File: config.mk
export PLATFORM = sky130hd
export DESIGN_NAME = mut_timer
export DESIGN_NICKNAME = d
export VERILOG_FILES = /design/src/verilog/mut_pkg.sv /design/src/verilog/mut_timer.sv
export VERILOG_INCLUDE_DIRS = /design/src /design/src/verilog
export SDC_FILE = /design/constraint.sdc
export NUM_CORES = 1
export LEC_CHECK = 0
export ABC_CLOCK_PERIOD_IN_PS = 3660
export BUFFER_PORTS_ARGS = -buffer_cell sky130_fd_sc_hd__buf_2
export CELL_PAD_IN_SITES_DETAIL_PLACEMENT = 1
export CELL_PAD_IN_SITES_GLOBAL_PLACEMENT = 2
export CORE_MARGIN = 5
export CORE_UTILIZATION = 34
export DETAILED_ROUTE_END_ITERATION = 7
export PLACE_DENSITY = 0.94
export SLEW_MARGIN = 20
export SYNTH_ARGS = -nofsm -noshare
export SYNTH_HDL_FRONTEND = slang
export SYNTH_SLANG_ARGS = --single-unit
File: constraint.sdc
create_clock -name clk_i -period 3.66 [get_ports clk_i]
set_clock_uncertainty 0.05 [all_clocks]
set_input_delay 0.732 -clock clk_i [delete_from_list [all_inputs] [get_ports clk_i]]
set_output_delay 0.732 -clock clk_i [all_outputs]
set_load 0.005 [all_outputs]
File: src/verilog/mut_regs.svh
// Register offsets, field positions, reset values and counts of the timer.
// Assumes a 32-bit classic Wishbone slave port with byte addresses.
`ifndef MUT_REGS_SVH
`define MUT_REGS_SVH

`define MUT_ADDR_CTRL      8'h00
`define MUT_ADDR_CNT_LO    8'h04
`define MUT_ADDR_CNT_HI    8'h08
`define MUT_ADDR_STATUS    8'h0C
`define MUT_ADDR_MASK      8'h10

`define MUT_CTRL_RUN       0
`define MUT_CTRL_MODE_LO   1
`define MUT_CTRL_SUB       3
`define MUT_CTRL_CLK_LP    4
`define MUT_CTRL_PRE_LO    5
`define MUT_CTRL_EVT       7
`define MUT_CTRL_SHOT_LO   8

`define MUT_ST_OVF_LO      0
`define MUT_ST_OVF_HI      1

`define MUT_RST_COUNT      8'h00
`define MUT_RST_FLAGS      2'h0

`define MUT_PRE_MAX_DIV2   3'h1
`define MUT_PRE_MAX_DIV4   3'h3
`define MUT_PRE_MAX_DIV8   3'h7
`define MUT_M0_PRE_MAX     5'h1F
`define MUT_BYTE_MAX       8'hFF

`define MUT_SYNC_FAST      0
`define MUT_SYNC_LP        1
`define MUT_SYNC_CNT       2
`define MUT_SYNC_TRG       3
`define MUT_SYNC_MEAS      4

`endif

File: src/verilog/mut_pkg.sv
// Types of the multimode up timer: modes, single-shot states, state record.
// Assumes the constants header is included by the timer module.
package mut_pkg;

	typedef enum logic [1:0] {
		MUT_MODE_13BIT  = 2'h0,
		MUT_MODE_16BIT  = 2'h1,
		MUT_MODE_RELOAD = 2'h2,
		MUT_MODE_SPLIT  = 2'h3
	} mut_mode_e;

	// Gray coded along idle, armed, running.
	typedef enum logic [1:0] {
		MUT_SHOT_IDLE  = 2'h0,
		MUT_SHOT_ARMED = 2'h1,
		MUT_SHOT_RUN   = 2'h3
	} mut_shot_e;

	typedef struct packed {
		logic [4:0]  sync1;
		logic [4:0]  sync2;
		logic [4:0]  syncd;
		logic [2:0]  presc;
		logic [7:0]  lo;
		logic [7:0]  hi;
		logic        run;
		mut_mode_e   mode;
		logic        sub;
		logic        clk_lp;
		logic [1:0]  pre_sel;
		logic        evt;
		mut_shot_e   shot;
		logic [1:0]  status;
		logic [1:0]  mask;
		logic        meas_start;
		logic        irq;
		logic        ack;
		logic [31:0] dat;
	} mut_state_s;

endpackage : mut_pkg

File: src/verilog/mut_timer.sv
// Multimode 16-bit up timer with a classic Wishbone register port.
// Assumes clk_i at 20 MHz; all pin inputs are asynchronous to clk_i.
//
// The Wishbone slave port and the address map were left to the implementer.
`timescale 1ns/1ps
`include "mut_regs.svh"

module mut_timer
	import mut_pkg::*;
#(
	parameter int unsigned AW = 8
) (
	input  wire logic          clk_i,
	input  wire logic          rst_i,
	input  wire logic          cyc_i,
	input  wire logic          stb_i,
	input  wire logic          we_i,
	input  wire logic [AW-1:0] adr_i,
	input  wire logic [3:0]    sel_i,
	input  wire logic [31:0]   dat_i,
	output logic               ack_o,
	output logic      [31:0]   dat_o,
	input  wire logic          fast_internal_clock_i,
	input  wire logic          low_power_clock_i,
	input  wire logic          count_pin_i,
	input  wire logic          trigger_i,
	input  wire logic          measured_slow_clock_i,
	output logic               meas_start_o,
	output logic               irq_o
);

	mut_state_s r;
	mut_state_s n;
	logic [4:0] rise;
	logic [4:0] fall;
	logic       src_edge;
	logic       pre_tick;
	logic       tick;
	logic       active;
	logic       ovf_lo;
	logic       ovf_hi;
	logic       req;
	logic       wr;
	logic [2:0] pre_max;
	logic [31:0] rd;

	// Refuse, while the design is built, address widths that cannot
	// hold the register map or that exceed a 32-bit bus address.
	if (AW < 5 || AW > 32) begin : g_bad_aw
		$error("mut_timer: AW must be 5 to 32");
	end

	// Edges seen on the synchronised pins.
	assign rise = r.sync2 & ~r.syncd;
	assign fall = ~r.sync2 & r.syncd;
	assign req = cyc_i & stb_i;
	// A write lands on the edge at which the master sees ack high.
	assign wr = req & we_i & r.ack & sel_i[0];

	// Read data multiplexer; unmapped addresses read zero.
	always_comb begin
		rd = 32'h0000_0000;
		case (adr_i)
			AW'(`MUT_ADDR_CTRL): begin
				rd[`MUT_CTRL_RUN] = r.run;
				rd[`MUT_CTRL_MODE_LO +: 2] = r.mode;
				rd[`MUT_CTRL_SUB] = r.sub;
				rd[`MUT_CTRL_CLK_LP] = r.clk_lp;
				rd[`MUT_CTRL_PRE_LO +: 2] = r.pre_sel;
				rd[`MUT_CTRL_EVT] = r.evt;
				rd[`MUT_CTRL_SHOT_LO +: 2] = r.shot;
			end
			AW'(`MUT_ADDR_CNT_LO): rd[7:0] = r.lo;
			AW'(`MUT_ADDR_CNT_HI): rd[7:0] = r.hi;
			AW'(`MUT_ADDR_STATUS): rd[1:0] = r.status;
			AW'(`MUT_ADDR_MASK):   rd[1:0] = r.mask;
			default: rd = 32'h0000_0000;
		endcase
	end

	// Next state of the whole timer.
	always_comb begin
		n = r;
		src_edge = 1'b0;
		pre_tick = 1'b0;
		tick = 1'b0;
		ovf_lo = 1'b0;
		ovf_hi = 1'b0;
		n.sync1 = {measured_slow_clock_i, trigger_i, count_pin_i,
			low_power_clock_i, fast_internal_clock_i};
		n.sync2 = r.sync1;
		n.syncd = r.sync2;
		n.meas_start = 1'b0;

		src_edge = r.clk_lp ? rise[`MUT_SYNC_LP] : rise[`MUT_SYNC_FAST];

		// Prescaler by 2, 4 or 8.
		case (r.pre_sel)
			2'h0:    pre_max = `MUT_PRE_MAX_DIV2;
			2'h1:    pre_max = `MUT_PRE_MAX_DIV4;
			default: pre_max = `MUT_PRE_MAX_DIV8;
		endcase
		// The prescaler is held at zero while stopped, so the first tick
		// after a start always takes a full division.
		if (!r.run) begin
			n.presc = 3'h0;
		end else if (src_edge) begin
			if (r.presc >= pre_max) begin
				n.presc = 3'h0;
				pre_tick = 1'b1;
			end else begin
				n.presc = 3'(r.presc + 3'h1);
			end
		end

		tick = r.evt ? fall[`MUT_SYNC_CNT] : pre_tick;

		case (r.shot)
			MUT_SHOT_IDLE: begin
				if (r.run && r.mode == MUT_MODE_16BIT && r.sub) begin
					n.shot = MUT_SHOT_ARMED;
				end
			end
			MUT_SHOT_ARMED: begin
				if (!r.run) begin
					n.shot = MUT_SHOT_IDLE;
				end else if (rise[`MUT_SYNC_TRG]) begin
					n.shot = MUT_SHOT_RUN;
					n.meas_start = 1'b1;
				end
			end
			MUT_SHOT_RUN: begin
				if (!r.run) begin
					n.shot = MUT_SHOT_IDLE;
				end
			end
			default: n.shot = MUT_SHOT_IDLE;
		endcase
		active = r.run && !(r.mode == MUT_MODE_16BIT && r.sub &&
			r.shot != MUT_SHOT_RUN);

		if (active) begin
			case (r.mode)
				MUT_MODE_13BIT: begin
					// Five-bit prescaler under an 8-bit count.
					if (tick) begin
						if (r.lo[4:0] == `MUT_M0_PRE_MAX) begin
							n.lo[4:0] = 5'h00;
							n.hi = 8'(r.hi + 8'h01);
							ovf_hi = (r.hi == `MUT_BYTE_MAX);
						end else begin
							n.lo[4:0] = 5'(r.lo[4:0] + 5'h01);
						end
					end
				end
				MUT_MODE_16BIT: begin
					if (tick) begin
						{n.hi, n.lo} = 16'({r.hi, r.lo} + 16'h0001);
						ovf_hi = ({r.hi, r.lo} == 16'hFFFF);
						if (ovf_hi && r.sub) begin
							n.run = 1'b0;
							n.shot = MUT_SHOT_IDLE;
						end
					end
				end
				MUT_MODE_RELOAD: begin
					// Reload low byte from high byte.
					if (tick) begin
						if (r.lo == `MUT_BYTE_MAX) begin
							n.lo = r.hi;
							ovf_lo = 1'b1;
						end else begin
							n.lo = 8'(r.lo + 8'h01);
						end
					end
				end
				default: begin
					// Independent bytes on the same tick.
					// Submode b counts slow clock edges low.
					if (r.sub ? rise[`MUT_SYNC_MEAS] : tick) begin
						n.lo = 8'(r.lo + 8'h01);
						ovf_lo = (r.lo == `MUT_BYTE_MAX);
					end
					if (tick) begin
						n.hi = 8'(r.hi + 8'h01);
						ovf_hi = (r.hi == `MUT_BYTE_MAX);
					end
				end
			endcase
		end

		// Software writes take precedence over counting.
		if (wr) begin
			case (adr_i)
				AW'(`MUT_ADDR_CTRL): begin
					n.run = dat_i[`MUT_CTRL_RUN];
					// Restart the prescaler, so a smaller divider
					// never meets a count past its new end.
					n.presc = 3'h0;
					n.mode = mut_mode_e'(dat_i[`MUT_CTRL_MODE_LO +: 2]);
					n.sub = dat_i[`MUT_CTRL_SUB];
					n.clk_lp = dat_i[`MUT_CTRL_CLK_LP];
					n.pre_sel = dat_i[`MUT_CTRL_PRE_LO +: 2];
					n.evt = dat_i[`MUT_CTRL_EVT];
				end
				AW'(`MUT_ADDR_CNT_LO): n.lo = dat_i[7:0];
				AW'(`MUT_ADDR_CNT_HI): n.hi = dat_i[7:0];
				AW'(`MUT_ADDR_MASK):   n.mask = dat_i[1:0];
				default: n.mask = r.mask;
			endcase
		end

		// Clearing is applied first and the overflow sets after it, so an
		// event in the clearing cycle is never lost.
		// Sticky flags; a new overflow beats a clear.
		// Low and high overflows go to their own flags.
		if (wr && adr_i == AW'(`MUT_ADDR_STATUS)) begin
			n.status = r.status & ~dat_i[1:0];
		end
		n.status[`MUT_ST_OVF_LO] = n.status[`MUT_ST_OVF_LO] | ovf_lo;
		n.status[`MUT_ST_OVF_HI] = n.status[`MUT_ST_OVF_HI] | ovf_hi;
		n.irq = |(n.status & n.mask);

		// Single-cycle ack, one clock after the request.
		// Ack low in the previous cycle guards against a second ack while
		// the master still holds its request.
		n.ack = req & ~r.ack;
		n.dat = n.ack ? rd : 32'h0000_0000;
	end

	// State register.
	always_ff @(posedge clk_i) begin
		if (rst_i) begin
			r <= '{
				shot:   MUT_SHOT_IDLE,
				mode:   MUT_MODE_13BIT,
				lo:     `MUT_RST_COUNT,
				hi:     `MUT_RST_COUNT,
				status: `MUT_RST_FLAGS,
				mask:   `MUT_RST_FLAGS,
				default: '0
			};
		end else begin
			r <= n;
		end
	end

	// Outputs come straight from the state register.
	assign ack_o = r.ack;
	assign dat_o = r.dat;
	assign meas_start_o = r.meas_start;
	assign irq_o = r.irq;
endmodule : mut_timer

==> results.md <==
- Yosys warns: 0
- Fin Setup TNS: 0 ps
- Global route total overflow: 0
- Clock sink count: 61
- Finished Layout Cells: between 600 and 700
- HP Class: reg -> reg
- Via count normalized by instance count: just under 6
- Worst Tran Pin Value: approximately 790 ps
- Antenna violations before repair: 0
- Count of cell types in the netlist: 72
- Max Cap Viol: 0
- Overall power: around 1.7 mW
- Final Max Tran Viols: 0
- Slew margin rel.: a little under half
- Setup Viol. Count Final: 0
- CP dominant cell by count: ha_1
- Nets: around 570
- DRC Markers: 0
- Crit-path max cell delay: roughly 480 ps
- CP bufs+invs: 1
- Mapped Area: ~0.0039 mm^2
- Post-synthesis cell count: around 500
- First-pass detailed-route iteration total: 5
- Rows: 39
- Post-synth EDFFs: 0
- Placed Cells: ~640
- Pleak: ~1.7 nW
- Worst skew pair latency: approximately 340 ps
- Kind of cell adding the most delay to the critical path: simple AND/OR/NAND/NOR gates
- Final WL: around 13 mm
- CTS Buf Count: 9
- Syn_area_per_cell: between 7 and 8 um^2
- Detailed Place HPWL: approximately 10 mm
- Cells taking the most area after synthesis: dfxtp_1 (31%), buf_4 (6.2%), nor2_1 (5.1%), a21oi_1 (4.6%), nand3_1 (3.7%)
- Die width: between 100 and 150 um
- Worst Setup End Kind: flop
- First-pass GRT wire length: around 21 mm
- Share of cells above drive strength 1: between 10% and 20%
- Iter 0 DRT Violations: between 200 and 250
- Final WS setup: 593 ps
- Peak VDD IR: about 0.00043 V
- Status: finished clean
- Synth async-reset ratio: 0%
- Crit-path cells: ha_1, nand3_1, inv_1, ha_1, nand2b_1, nor2_1, a21oi_1, or3_1, and4_4, a2111oi_4
- Worst hold slack: ~400 ps
- Fmax achieved: approximately 330 MHz
- Clk root buf: clkbuf_16
- Crit path launch type: flop
- Post-synth top area share: between 30% and 40%
- CTS Buffer Depth: 2
- Min Tclk post-route: between 3000 and 4000 ps
- Vias in the first global route: ~3.9k
- RSZ-0062 raised after global routing: no
- Starting Density: roughly 34%
- FF+latch count, synth: 61
- Hold buffers post-CTS: 0
- Synth area leader: dfxtp_1
- Wirelength per Cell: 20.5 um
- Critical Path RT: between 3000 and 4000 ps
- Register area share after synthesis: approximately 31%
- Die area: between 0.01 and 0.015 mm^2
- Gpl congestion: around 0.93
- Final Hold Vio Count: 0
- CP max-delay cell: dfxtp_1
- Crit share post-route: a little over four fifths
- Number of diodes: 0
- Post-CTS setup buffers: 0
- Via count: roughly 3.9k
- Die H: between 100 and 150 um
- Pin count of the biggest net entering global routing: 37
- Number of port buffers: 39
- Worst path arrival time: approximately 3300 ps
- Synth-to-Final Area Change: 12.6%
- CTS tree: built
- Routed Antenna Nets: 0
- Clock Pin Slew Worst Setup and Hold Paths: about 60 ps
- Pwr/cell area: just under 400 mW/mm^2
- CP Max Fanout: 7
- H-tree depth: 3
- GRT Total Usage: approximately 20%
- Place WS: roughly 670 ps
- Core area: about 0.011 mm^2
- IO Count: 89
- Post_cts resized: 0
- Prevailing post-synth register cell: dfxtp_1
- CP Class: reg -> reg
[logic make-up (layout without fill, tap and decap cells)]
kind of cell	count (synthesis)	after routing	share of synthesized area, %
compound gates	125	125	22.7
buf+inv	77	77	10.9
simple gates	196	196	26.6
flops	61	61	31.3
mux	15	15	4.23
other cells	1	22	0.0962
fa+ha+maj	6	6	1.92
xor+xnor	10	10	2.25
[worst reg2reg max path, delay by kind of cell, from the launching register on]
kind            cells  cell delay [ps]
compound gates      2              410
fa+ha+maj           2              610
buf+inv             1              230
flops               1              480
simple gates        5             1200
[layout make-up]
class	instances	area, um^2
Clock inverter	6	92.6
Sequential cell	61	1220
Timing Repair Buffer	50	278
Fill cell	1379	6930
Inverter	11	41.3
Clock buffer	10	239
Multi-Input combinational cell	374	2340
Tap cell	143	179
[Yosys cell counts, types with 5 or more instances]
| cell | count |
|---|---|
| nand2_1 | 31 |
| a211oi_1 | 9 |
| nor3_1 | 12 |
| nor2_1 | 53 |
| nor2b_1 | 21 |
| and3_1 | 7 |
| o22ai_1 | 6 |
| xnor2_1 | 7 |
| buf_4 | 32 |
| o32ai_1 | 5 |
| a31oi_1 | 8 |
| mux2i_1 | 12 |
| inv_1 | 11 |
| ha_1 | 6 |
| a21oi_1 | 36 |
| o21ai_0 | 15 |
| nand3b_1 | 6 |
| dfxtp_1 | 61 |
| nand3_1 | 29 |
| clkbuf_1 | 30 |
[worst paths after layout]
kind | from | end | slack, ps | depth (start not counted)
worst max register to register | r[58]$_SDFF_PP0_ | r[55]$_SDFF_PP0_ | 590 | 10
worst min-delay path | n[77]$_SDFF_PP0_ | n[72]$_SDFF_PP0_ | 390 | 1
worst min register to register | n[77]$_SDFF_PP0_ | n[72]$_SDFF_PP0_ | 390 | 1
worst max-delay path | r[58]$_SDFF_PP0_ | r[55]$_SDFF_PP0_ | 590 | 10
[through the flow]
| step | utilization (%) | instance area (um^2) |
|---|---|---|
| floorplan | - | 3980 |
| global placement | 35.8 | 4050 |
| detailed placement | 35.8 | 4050 |
| CTS | 38.7 | 4380 |
| global route | 38.8 | 4390 |
| finish | 38.8 | 4390 |
[sequential cells by signal, summed over array words and instances, names as in the netlist]
| name | count |
|---|---|
| ack_o | 1 |
| dat_o | 10 |
| irq_o | 1 |
| meas_start_o | 1 |
| n | 10 |
| r | 38 |
[layer usage]
metal	routed length [um]	vias up	part of all wire, %	global-route usage [%]
met2	6410	144	48	33.8
li1	-	1768	-	-
met5	0	-	0	0
met4	363	0	2.7	8.64
met3	879	31	6.5	4.32
met1	5780	1910	43	24.5
[where the power goes]
| group | total [mW] | internal (mW) | switching, mW | leakage (nW) |
|---|---|---|---|---|
| Combinational | 0.0689 | 0.0239 | 0.0450 | 1.04 |
| Sequential | 0.673 | 0.671 | 0.00208 | 0.494 |
| Clock | 0.965 | 0.619 | 0.346 | 0.156 |
| Total | 1.71 | 1.31 | 0.393 | 1.69 |
[placed cells by master (no fill, tap or decap), types with 4 or more instances in the layout]
cell	instances
clkbuf_16	9
and3_1	7
nand2_1	31
nand2b_1	4
a21oi_1	36
buf_4	11
a41oi_1	4
o22ai_1	6
ha_1	6
nand3b_1	6
buf_2	39
nor2_1	53
a22oi_1	4
conb_1	22
or3_1	4
o21ai_0	15
nor4_1	4
o32ai_1	5
mux2i_1	12
inv_1	11
nor3_1	12
a31oi_1	8
nor2b_1	21
nand3_1	29
a211oi_1	9
nand4_1	4
dfxtp_1	61
xnor2_1	7
Note: power is estimated with default switching activity, not from simulation.
